[src/pkg/tss_pkg.sv]
// =====================================================================
// Shared constants for the transmit symbol serializer timing block
package tss_pkg;
   // =====================================================================
   // Register offsets on the special-function register port
   localparam logic [7:0] TSS_ADDR_TIMING = 8'hAA; // Serializer timing
   localparam logic [7:0] TSS_ADDR_DATA = 8'hAB; // Symbol group data
   localparam logic [7:0] TSS_ADDR_RATE_LO = 8'hAC; // Symbol rate low
   localparam logic [7:0] TSS_ADDR_RATE_HI = 8'hAD; // Symbol rate high
   localparam logic [7:0] TSS_ADDR_WARM = 8'hAE; // Divider and amp warm-up
   localparam logic [7:0] TSS_RESET_BYTE = 8'h00; // Reset value of all registers

   // =====================================================================
   // Field positions
   localparam int TSS_GROUP_HI = 7; // Group width field
   localparam int TSS_GROUP_LO = 5;
   localparam int TSS_EDGE_HI = 4; // Edge time field
   localparam int TSS_EDGE_LO = 3;
   localparam int TSS_DIV_HI = 2; // Clock divisor field
   localparam int TSS_DIV_LO = 0;
   localparam int TSS_WDIV_HI = 7; // Divider warm-up field
   localparam int TSS_WDIV_LO = 4;
   localparam int TSS_WAMP_HI = 3; // Amp warm-up field
   localparam int TSS_WAMP_LO = 0;
   localparam logic [7:0] TSS_RATE_HI_MASK = 8'h7F; // Bit 7 reads zero

   // =====================================================================
   // Timing multipliers, in serializer clocks
   localparam int TSS_RAMP_FACTOR = 8; // Ramp ticks per edge step
   localparam int TSS_DIV_WARM_SHIFT = 2; // Divider warm-up x4
   localparam int TSS_OSC_WARM_SHIFT = 6; // Oscillator warm-up x64

   // =====================================================================
   // End-of-data behaviour codes
   localparam logic [1:0] TSS_END_STOP = 2'h0; // Shut down RF chain
   localparam logic [1:0] TSS_END_REPEAT = 2'h1; // Reuse last group
   localparam logic [1:0] TSS_END_ZEROS = 2'h2; // All zero symbols
   localparam logic [1:0] TSS_END_ONES = 2'h3; // All one symbols

   // Buffer word: group width above the data byte
   localparam int TSS_BUF_W = 11;

   typedef enum logic [1:0] {TSS_IDLE, TSS_WARM, TSS_RUN} tss_state_t;
endpackage

[src/pkg/tss_buf_if.sv]
`timescale 1ns/1ns
// =====================================================================
// Carrier between the register side and the two-entry group buffer
interface tss_buf_if;
   logic pushValid; // Byte waiting in holding register
   logic pushReady; // Buffer has room
   logic [tss_pkg::TSS_BUF_W-1:0] pushData; // Width and byte
   logic popValid; // Buffer holds a group
   logic popReady; // Serializer takes the group
   logic [tss_pkg::TSS_BUF_W-1:0] popData; // Oldest group
   modport source (output pushValid, output pushData, input pushReady,
                   input popValid, input popData, output popReady);
   modport store (input pushValid, input pushData, output pushReady,
                  output popValid, output popData, input popReady);
endinterface

[src/design/tss_group_buffer.sv]
`timescale 1ns/1ns
// =====================================================================
// Two-entry group buffer; words are held in flip-flops
module tss_group_buffer (
   // Clock and reset
   input wire logic ref_clk,
   input wire logic sys_rst,
   // Buffer carrier
   tss_buf_if.store bufPort
);
   import tss_pkg::*;

   // All state of the buffer
   typedef struct packed {
      logic [1:0][TSS_BUF_W-1:0] mem; // Two stored words
      logic wrPtr; // Next slot to fill
      logic rdPtr; // Oldest slot
      logic [1:0] count; // Words held
   } tss_buf_t;

   tss_buf_t s;
   tss_buf_t next_s;
   logic doPush;
   logic doPop;

   // Honest flags straight from the count
   assign bufPort.pushReady = (s.count != 2'h2);
   assign bufPort.popValid = (s.count != 2'h0);
   assign bufPort.popData = s.mem[s.rdPtr];

   // Next-state logic; push and pop may share a cycle
   always_comb begin
      next_s = s;
      doPush = bufPort.pushValid && bufPort.pushReady;
      doPop = bufPort.popValid && bufPort.popReady;
      if (doPush) begin
         next_s.mem[s.wrPtr] = bufPort.pushData;
         next_s.wrPtr = ~s.wrPtr;
      end
      if (doPop) begin
         next_s.rdPtr = ~s.rdPtr;
      end
      // Count moves only when exactly one side acts
      if (doPush && !doPop) begin
         next_s.count = s.count + 2'h1;
      end else if (doPop && !doPush) begin
         next_s.count = s.count - 2'h1;
      end
   end

   // State register
   always_ff @(posedge ref_clk) begin
      if (sys_rst) begin
         s <= '0;
      end else begin
         s <= next_s;
      end
   end
endmodule

[src/design/tss_serializer_timing.sv]
`timescale 1ns/1ns
// How it works
// - Group length is width field plus one
// - Edge field adds division factor one-four
// - Clock divisor field divides system clock
// - Data write clears empty flag unless a group load in the same cycle sets it
// - Bit 0 of each group sent first
// - Rate is fifteen bits, low plus high
// - One symbol per rate serializer clocks
// - High rate bit 7 reads zero
// - Divider biased four times field clocks early
// - Amp biased field clocks early
// - End-of-data action from two-bit setting
// - Oscillator biased sixty-four times field early
module tss_serializer_timing (
   // Clock and reset
   input wire logic ref_clk,
   input wire logic sys_rst,
   // Special-function register port
   input wire logic [7:0] sfrAddr,
   input wire logic sfrWr,
   input wire logic [7:0] sfrWrData,
   output logic [7:0] sfrRdData,
   // Control kept outside this block
   input wire logic serializerEnable,
   input wire logic fskMode,
   input wire logic [1:0] endOfDataMode,
   input wire logic [3:0] oscillator_warmup_count,
   // RF chain and status
   output logic lc_oscillatorBias,
   output logic dividerBias,
   output logic power_ampBias,
   output logic power_ampOn,
   output logic power_ampRamping,
   output logic txSymbol,
   output logic txActive,
   output logic emptyFlag,
   output logic dataNotify
);
   import tss_pkg::*;

   // =====================================================================
   // State
   typedef struct packed {
      logic [7:0] timing; // Serializer timing register
      logic [7:0] holdData; // Symbol group holding register
      logic [2:0] holdWidth; // Width captured with the byte
      logic [7:0] rate_low_byte; // Rate bits 7:0
      logic [6:0] rate_high_bits; // Rate bits 14:8
      logic [7:0] warm; // Divider and amp warm-up register
      logic notify; // Write pulse toward serializer
      logic pending; // Held byte not yet in buffer
      logic empty; // Software may write next group
      logic [2:0] ckCnt; // Serializer clock divider
      tss_state_t state; // Serializer phase
      logic [14:0] warmRem; // Warm-up ticks left
      logic [14:0] rateCnt; // Ticks within current symbol
      logic [7:0] shiftReg; // Group being sent
      logic [2:0] lastIdx; // Index of the final symbol
      logic [2:0] bitIdx; // Current symbol index
      logic symbol; // Symbol on the air
      logic oscOn; // Oscillator bias
      logic divOn; // Divider bias
      logic ampBias; // Amp bias
      logic ampOn; // Amp drive target
      logic [5:0] rampCnt; // Ramp ticks left
      logic [7:0] rdData; // Read data register
   } tss_top_t;

   tss_top_t s;
   tss_top_t next_s;
   tss_buf_if bufBus ();

   // Group buffer; a full buffer holds the byte in the holding register
   tss_group_buffer i_tss_group_buffer (
      .ref_clk(ref_clk),
      .sys_rst(sys_rst),
      .bufPort(bufBus.store)
   );

   // =====================================================================
   // Helpers
   // Field value plus one, as a count
   function automatic logic [3:0] plusOne(input logic [2:0] f);
      return {1'b0, f} + 4'h1;
   endfunction

   // A warm-up is due once the ticks left fall to its interval
   function automatic logic due(input logic [14:0] rem, input logic [14:0] thr);
      return (thr != 15'h0) && (rem <= thr);
   endfunction

   // Combinational working values
   logic serTick;
   logic [2:0] ckDiv;
   logic [14:0] rate;
   logic [14:0] lcThr;
   logic [14:0] divThr;
   logic [14:0] ampThr;
   logic [14:0] warmTotal;
   logic [14:0] remain;
   logic doLoad;
   logic nextSym;
   logic symOn;

   assign bufBus.pushValid = s.pending;
   assign bufBus.pushData = {s.holdWidth, s.holdData};
   assign bufBus.popReady = doLoad;

   // Register outputs
   assign sfrRdData = s.rdData;
   assign lc_oscillatorBias = s.oscOn;
   assign dividerBias = s.divOn;
   assign power_ampBias = s.ampBias;
   assign power_ampOn = s.ampOn;
   assign power_ampRamping = (s.rampCnt != 6'h0);
   assign txSymbol = s.symbol;
   assign txActive = (s.state != TSS_IDLE);
   assign emptyFlag = s.empty;
   assign dataNotify = s.notify;

   // =====================================================================
   // Next-state logic
   always_comb begin
      next_s = s;
      doLoad = 1'b0;
      ckDiv = s.timing[TSS_DIV_HI:TSS_DIV_LO];
      serTick = (s.ckCnt >= ckDiv);
      rate = {s.rate_high_bits, s.rate_low_byte};
      // A zero rate behaves as one tick per symbol
      if (rate == 15'h0) begin
         rate = 15'h1;
      end
      lcThr = 15'(oscillator_warmup_count) << TSS_OSC_WARM_SHIFT;
      divThr = 15'(s.warm[TSS_WDIV_HI:TSS_WDIV_LO]) << TSS_DIV_WARM_SHIFT;
      ampThr = {11'h0, s.warm[TSS_WAMP_HI:TSS_WAMP_LO]};
      warmTotal = lcThr;
      if (divThr > warmTotal) begin
         warmTotal = divThr;
      end
      if (ampThr > warmTotal) begin
         warmTotal = ampThr;
      end
      next_s.notify = 1'b0;
      // Serializer clock divider
      next_s.ckCnt = serTick ? 3'h0 : s.ckCnt + 3'h1;
      // Register writes
      if (sfrWr) begin
         if (sfrAddr == TSS_ADDR_TIMING) begin
            next_s.timing = sfrWrData;
         end else if (sfrAddr == TSS_ADDR_DATA) begin
            next_s.holdData = sfrWrData;
            next_s.holdWidth = s.timing[TSS_GROUP_HI:TSS_GROUP_LO];
            next_s.notify = 1'b1;
            next_s.empty = 1'b0;
         end else if (sfrAddr == TSS_ADDR_RATE_LO) begin
            next_s.rate_low_byte = sfrWrData;
         end else if (sfrAddr == TSS_ADDR_RATE_HI) begin
            next_s.rate_high_bits = sfrWrData[6:0];
         end else if (sfrAddr == TSS_ADDR_WARM) begin
            next_s.warm = sfrWrData;
         end
      end
      // Notify pulse moves the stable byte toward the buffer
      if (s.notify) begin
         next_s.pending = 1'b1;
      end else if (s.pending && bufBus.pushReady) begin
         next_s.pending = 1'b0;
      end
      // Serializer sequence, one step per serializer clock
      if (!serializerEnable) begin
         next_s.state = TSS_IDLE;
      end else if (serTick) begin
         case (s.state)
            TSS_IDLE: begin
               if (bufBus.popValid) begin
                  if (warmTotal == 15'h0) begin
                     doLoad = 1'b1;
                  end else begin
                     next_s.state = TSS_WARM;
                     next_s.warmRem = warmTotal;
                  end
               end
            end
            TSS_WARM: begin
               if (s.warmRem <= 15'h1) begin
                  doLoad = 1'b1;
               end else begin
                  next_s.warmRem = s.warmRem - 15'h1;
               end
            end
            TSS_RUN: begin
               if (s.rateCnt + 15'h1 >= rate) begin
                  next_s.rateCnt = 15'h0;
                  if (s.bitIdx != s.lastIdx) begin
                     next_s.bitIdx = s.bitIdx + 3'h1;
                     next_s.symbol = s.shiftReg[next_s.bitIdx];
                  end else if (bufBus.popValid) begin
                     doLoad = 1'b1;
                  end else begin
                     next_s.bitIdx = 3'h0;
                     case (endOfDataMode)
                        TSS_END_STOP: next_s.state = TSS_IDLE;
                        TSS_END_REPEAT: next_s.shiftReg = s.shiftReg;
                        TSS_END_ZEROS: next_s.shiftReg = 8'h00;
                        default: next_s.shiftReg = 8'hFF;
                     endcase
                     next_s.symbol = next_s.shiftReg[0];
                  end
               end else begin
                  next_s.rateCnt = s.rateCnt + 15'h1;
               end
            end
            default: next_s.state = TSS_IDLE;
         endcase
      end
      // Group enters the shifter
      if (doLoad) begin
         next_s.state = TSS_RUN;
         next_s.shiftReg = bufBus.popData[7:0];
         next_s.lastIdx = bufBus.popData[10:8];
         next_s.bitIdx = 3'h0;
         next_s.rateCnt = 15'h0;
         next_s.symbol = bufBus.popData[0];
         next_s.empty = 1'b1;
      end
      // Symbol after the current one, for OOK lead-in
      if (next_s.bitIdx != next_s.lastIdx) begin
         nextSym = next_s.shiftReg[next_s.bitIdx + 3'h1];
      end else if (bufBus.popValid) begin
         nextSym = bufBus.popData[0];
      end else begin
         nextSym = (endOfDataMode == TSS_END_REPEAT) ? next_s.shiftReg[0] :
                   (endOfDataMode == TSS_END_ONES);
      end
      remain = rate - next_s.rateCnt;
      symOn = fskMode || next_s.symbol;
      // Power sequencing of the RF chain
      if (next_s.state == TSS_RUN) begin
         // OOK zero followed by one warms up ahead of the edge
         next_s.oscOn = symOn || (nextSym && due(remain, lcThr));
         next_s.divOn = symOn || (nextSym && due(remain, divThr));
         next_s.ampBias = symOn || (nextSym && due(remain, ampThr));
         next_s.ampOn = symOn;
      end else if (next_s.state == TSS_WARM) begin
         next_s.oscOn = due(next_s.warmRem, lcThr);
         next_s.divOn = due(next_s.warmRem, divThr);
         next_s.ampBias = due(next_s.warmRem, ampThr);
         next_s.ampOn = 1'b0;
      end else begin
         next_s.oscOn = 1'b0;
         next_s.divOn = 1'b0;
         next_s.ampBias = 1'b0;
         next_s.ampOn = 1'b0;
      end
      // Amp edge shaping, counted in serializer clocks
      if (next_s.ampOn != s.ampOn) begin
         next_s.rampCnt = 6'(TSS_RAMP_FACTOR *
                          plusOne({1'b0, s.timing[TSS_EDGE_HI:TSS_EDGE_LO]}));
      end else if (serTick && s.rampCnt != 6'h0) begin
         next_s.rampCnt = s.rampCnt - 6'h1;
      end
      // Registered read data; unmapped addresses read zero
      if (sfrAddr == TSS_ADDR_TIMING) begin
         next_s.rdData = s.timing;
      end else if (sfrAddr == TSS_ADDR_DATA) begin
         next_s.rdData = s.holdData;
      end else if (sfrAddr == TSS_ADDR_RATE_LO) begin
         next_s.rdData = s.rate_low_byte;
      end else if (sfrAddr == TSS_ADDR_RATE_HI) begin
         next_s.rdData = {1'b0, s.rate_high_bits} & TSS_RATE_HI_MASK;
      end else if (sfrAddr == TSS_ADDR_WARM) begin
         next_s.rdData = s.warm;
      end else begin
         next_s.rdData = 8'h00;
      end
   end

   // =====================================================================
   // State register
   always_ff @(posedge ref_clk) begin
      if (sys_rst) begin
         s <= '0;
         s.timing <= TSS_RESET_BYTE;
         s.empty <= 1'b1;
      end else begin
         s <= next_s;
      end
   end
endmodule

[config.mk]
export PLATFORM = sky130hd
export DESIGN_NAME = tss_serializer_timing
export DESIGN_NICKNAME = d
export VERILOG_FILES = /design/src/pkg/tss_pkg.sv /design/src/pkg/tss_buf_if.sv /design/src/design/tss_group_buffer.sv /design/src/design/tss_serializer_timing.sv
export SDC_FILE = /design/constraint.sdc
export NUM_CORES = 1
export LEC_CHECK = 0
export BUFFER_PORTS_ARGS = -buffer_cell sky130_fd_sc_hd__buf_2
export CAP_MARGIN = 20
export CORE_MARGIN = 2
export CORE_UTILIZATION = 50
export CTS_BUF_LIST = sky130_fd_sc_hd__clkbuf_4
export DETAILED_ROUTE_END_ITERATION = 16
export PLACE_DENSITY = 0.67
export SYNTH_ARGS = -nofsm -noshare
export SYNTH_HDL_FRONTEND = slang
export SYNTH_HIERARCHICAL = 1
export SYNTH_SLANG_ARGS = --single-unit
[constraint.sdc]
create_clock -name ref_clk -period 13.3 [get_ports ref_clk]
set_input_delay 2.66 -clock ref_clk [delete_from_list [all_inputs] [get_ports ref_clk]]
set_output_delay 2.66 -clock ref_clk [all_outputs]
set_load 0.1 [all_outputs]
# Yosys cells after proc, flatten, opt, wreduce, memory -nomap -nowiden
# Index checks and enable logic that the tools add are counted.
classes:
  addsub: 10
  n_lt_le_gt_ge: 16
  n_eq_ne: 16
  mux: 64
  bitwise_logic: 7
  reduce_logical: 44
op_table:
  columns: ["cell", "count"]
  rows:
  - ["$mux W8", 8]
  - ["$mux W15", 3]
  - ["$eq A8 B8 Y1 const B", 5]
  - ["$mux W40", 1]
  - ["$mux W38", 1]
  - ["$mux W17", 2]
  - ["$mux W11", 3]
  - ["$mux W4", 8]
  - ["$le A15 B10 Y1", 2]
  - ["$le A15 B4 Y1", 2]
  - ["$le A15 B6 Y1", 2]
  - ["$logic_not A15 Y1", 2]
  - ["$mux W30", 1]
  - ["$pmux W15 S2", 1]
  - ["$reduce_bool A15 Y1", 2]
  - ["$mux W23", 1]
  - ["$bwmux W22", 1]
  - ["$mux W10", 2]
  - ["$mux W1", 16]
  - ["$mux W2", 8]
  - ["$pmux W8 S2", 1]
  - ["$add A15 B1 Y15 const B", 1]
  - ["$ge A15 B15 Y1", 1]
  - ["$le A15 B1 Y1 const B", 1]
  - ["38 further kinds", 82]
word_totals:
  regBits: 139
  input_bits: 27
  word_cells: 186

# Longest topological paths before layout
depth:
  depth_word: 20
  ltp_mapped: 35
  mapped_depth_nobuf: 33

# Cells and area by module
# Netlist, hierarchy kept.
by_module_without_submodules:
  columns: ["mod", "n_inst", "cells_per_inst", "area_each_um2"]
  rows:
  - ["tss_serializer_timing", 1, 1058, 8185.4]
  - ["tss_group_buffer", 1, 132, 1246.2]

# Worst setup path after synthesis
# Ideal clock, no wire load.
synth_path:
  path_type: "input -> register"
  from: "in oscillator_warmup_count[3]"
  to: "reg s, in the netlist lc_oscillatorBias"
  arrival_time_ps: 7740
  slack_ps: 5465
  stages: 24
  path_buffers: 1
  cell_sequence: "nor4_1 -> nand2_1 -> ha_1 -> nand2_1 -> o32ai_2 -> mux2_4 -> a32o_1 -> nand2_1 -> clkbuf_1 -> nand2_1 -> ha_1 -> o21a_1 -> o31a_1 -> o21ai_0 -> a21oi_1 -> xor2_1 -> ha_1 -> nand3_1 -> nor4_1 -> a21oi_1 -> o21a_1 -> a2111oi_0 -> a32oi_1 -> a221oi_1"
synth_between:
  elab_chain_cells: 18
  word_cells_on_any_way: 39
synth_lines:
  columns: ["element", "line_no", "rtl"]
  rows:
  - ["from (decl)", "tss_serializer_timing.sv:28", "input wire logic [3:0] oscillator_warmup_count,"]
  - ["parallel branches: the longest is 17 deep, another holds $sub A15 B15 Y15", null, null]
  - ["$mux W4 *", "tss_serializer_timing.sv:239", "if (next_s.state == TSS_RUN) begin"]
  - ["to (signal assigned)", "tss_serializer_timing.sv:287", "s <= next_s;"]
  - ["to (decl)", "tss_serializer_timing.sv:70", "tss_top_t s;"]
# Every way passes the cells marked *. The select of a mux whose other input is x is not followed.
# A chain may end at the register's enable or synchronous reset.

# Final worst setup path
# Same ends and word-level chain as after synthesis.

==> flow_summary.toml <==
[global_routing]
grt_pass1_wl_um = 42000
gr-usage-all-layers = 0.265
overflow = 0
grt_max_degree = 100
first_global_vias = 7816
antenna_found_initial = 1

[setup_path]
crit_arrival_ps = 8720
cpPeakStageDelay_ps = 750
cp_common_cell = "nand2_1"
crit_family = "compound AO/OA/AOI/OAI gates"
reg2reg_depth = 31
critical_path_class = "in -> reg"
critPathBufInv = 1
critPathLaunchType = "input pin"
cp_max_fo = 15
required_ps = 13790
crit_path_top_delay_cell = "nor4_1"
rr_endpoint = "lc_oscillatorBias"
path_cells = "buf_2 > nor4_1 > nand2_1 > ha_1 > nand2_1 > o32ai_2 > mux2_4 > a32o_1 > nand2_1 > nand2_1 > ha_1 > o21a_1 > o31a_1 > o21ai_0 > a21oi_1 > xor2_1 > ha_1 > nand3_1 > nor4_1 > a21oi_1 > o21a_1 > a2111oi_0 > a32oi_1 > a221oi_1"
crit_start = "oscillator_warmup_count[3]"
end_kind = "register"
r2r_start = "s[35]"
r2r_slack_ps = 5860

[routing]
wirelength_um = 26400
num_vias = 8620
drtAntennaViolNets = 0
first_pass_iters = 5
vias_per_cell = 6.02
wl_per_cell_um = 18.4
drt-initial-drc-count = 672
drc = 0

[sta]
fmax_mhz = 122
period_share = 0.619
max_slew_margin = 0.354
fin_skew_ps = 25.3
slew_viol_final = 0
period_needed_ps = 8230
hold_violations = 0
tightest_slew_ps = 962
grt_setup_unrepaired = "no"
setup_tns_ps = 0
setup_viol_count_final = 0

[run]
maxCapViolations = 0

[logic_synthesis]
syn_area_mm2 = 0.00943
synth_cell_types = 86
syn_inst = 1190
synth_edf_count = 0
yosys.area.top_type = "dfxtp_1"
synth_area_per_cell_um2 = 7.93
synth_ff_type = "dfxtp_1"
synth_area_leaders = "dfxtp_1, ha_1, nand2_1"
postSynth.asyncResetShare = 0
syn_nets = 1284
yosysWarnings = 6
synth_seq_area_share = 0.295
ys_ff_latch = 139
synth_top_area_frac = 0.295

[cells_and_area]
layout_common_cells = "dfxtp_1, nand2_1, nor2_1"
area_growth_pct = 5.43
fin_area_mm2 = 0.00994
fin_nets = 1279
layout-drive-gt1-share = 0.109
final_util = 0.535
fin_cells = 1433
final_common_cell = "dfxtp_1"

[power_and_ir_drop]
peakVddDrop_mv = 0.0440
power_frac_clock = 0.349
p_leak_uw = 0.00404
p_per_area_mw_per_mm2 = 81.5
p_total_uw = 810
p_sw_frac = 0.312
p_sw_uw = 253
pwr-share-comb = 0.118
p_int_uw = 557
p_seq_frac = 0.532

[placement]
gp_congestion = 0.907
buffer_ports.inserted = 43
dp.cells = 1400
hpwl_um = 19900
place_area_mm2 = 0.00966

[clocking]
clockBufferDepth = 2
clk_latency_ps = 590
cts_setup_buffers = 0
h-tree-depth = 4
cts-buffers-inserted = 17
cts_resized = 0
cts.clk_slew.worst_paths_ps = 130
numClockSinks = 139
ctsHoldBuffers = 0
cts_tree = "done"
clockRootBuffer = "clkbuf_4"

[hold_path]
hold_start = "bufBus.pushData[9]"
holdPathStages = 2
min_path_type = "reg -> reg"
min_to = "bufBus.pushData[9]"

[floorplanning]
die_w_um = 141
rows = 50
dieArea_mm2 = 0.0200
die_h_um = 141
start_util = 0.508
io-pin-count = 44
core_mm2 = 0.0186

[outcome]
outcome = "completed"
[stage by stage]
| stage | hold WS (ps) | setup slack (ps) |
|---|---|---|
| floorplan | 432 | 5460 |
| global route | 498 | 4680 |
| detailed placement | 450 | 4480 |
| finish | 466 | 5070 |
| global placement | 444 | 4700 |
| CTS | 468 | 5120 |
[worst reg2reg max path, delay by kind of cell, from the launching register on]
kind | cells | cell delay (ps)
AOI/OAI and AO/OA | 9 | 2530
adders and majority gates | 4 | 1210
and+or+nand+nor | 14 | 2670
xor gates and xnor gates | 2 | 370
DFF | 1 | 460
buffers and inverters | 2 | 130
[power groups by stage]
stage / Sequential [uW] / Clock (uW) / Combinational [uW]
6_report: 431 / 283 / 95.8
3_3_place_gp: 440 / 0 / 94.7
2_1_floorplan: 439 / 0 / 74.2
4_1_cts: 431 / 292 / 95.7
3_5_place_dp: 441 / 0 / 94.7
5_1_grt: 433 / 310 / 104
[routing by layer]
layer / vias up / routed length (um) / global-route usage
met5: - / 0 / 0
met4: 0 / 741 / 0.0947
met3: 46 / 1640 / 0.0418
met2: 273 / 11900 / 0.416
met1: 4069 / 12100 / 0.371
li1: 4232 / - / -
[area by class of cell]
cell class | instances | area (um2)
Multi-Input combinational cell | 911 | 6080
Inverter | 69 | 259
Tap cell | 234 | 293
Clock inverter | 15 | 155
Sequential cell | 139 | 2780
Clock buffer | 17 | 128
Antenna cell | 1 | 2.50
Fill cell | 1774 | 8640
Timing Repair Buffer | 47 | 248
[cell usage after synthesis (all sizes together) (8+ instances only)]
| cell | n |
|---|---|
| mux2 | 17 |
| and2 | 13 |
| nor4 | 14 |
| clkbuf | 53 |
| nand4 | 16 |
| mux2i | 43 |
| o31ai | 8 |
| o22ai | 8 |
| nor3 | 28 |
| a211oi | 17 |
| o21a | 10 |
| nor2b | 39 |
| inv | 68 |
| o211ai | 12 |
| a21oi | 82 |
| or3 | 12 |
| nand3 | 28 |
| ha | 66 |
| a31oi | 10 |
| nand2 | 122 |
| and3 | 12 |
| a221oi | 9 |
| o21ai | 73 |
| dfxtp | 139 |
| xnor2 | 22 |
| buf | 18 |
| nor2 | 113 |
| nand2b | 41 |
| xor2 | 11 |
[cells by family (layout without fill, tap and decap cells)]
logic type      Yosys count  in the layout  share of synthesized area
fa+ha+maj                67             67                     0.0897
flops                   139            139                      0.295
other cells               0              1                          0
mux                      62             62                     0.0711
compound gates          286            286                      0.206
simple gates            463            463                      0.246
xor+xnor                 33             33                     0.0306
buf+inv                 140            148                     0.0608
[worst max path at each step]
stage / to / cells past startpoint
global route: lc_oscillatorBias / 24
detailed placement: lc_oscillatorBias / 24
floorplan: lc_oscillatorBias / 24
CTS: lc_oscillatorBias / 24
finish: lc_oscillatorBias / 24
global placement: lc_oscillatorBias / 24
[registers in the layout, summed over array words and instances, names as in the netlist]
register and count:
s 75, i_tss_group_buffer/s 26, bufBus.pushData 11, sfrRdData 8
ampThr 4, divThr 4, ckDiv 3, bufBus.pushValid 1
dataNotify 1, dividerBias 1, emptyFlag 1, lc_oscillatorBias 1
power_ampBias 1, power_ampOn 1, txSymbol 1
(Power assumes the default switching activity.)
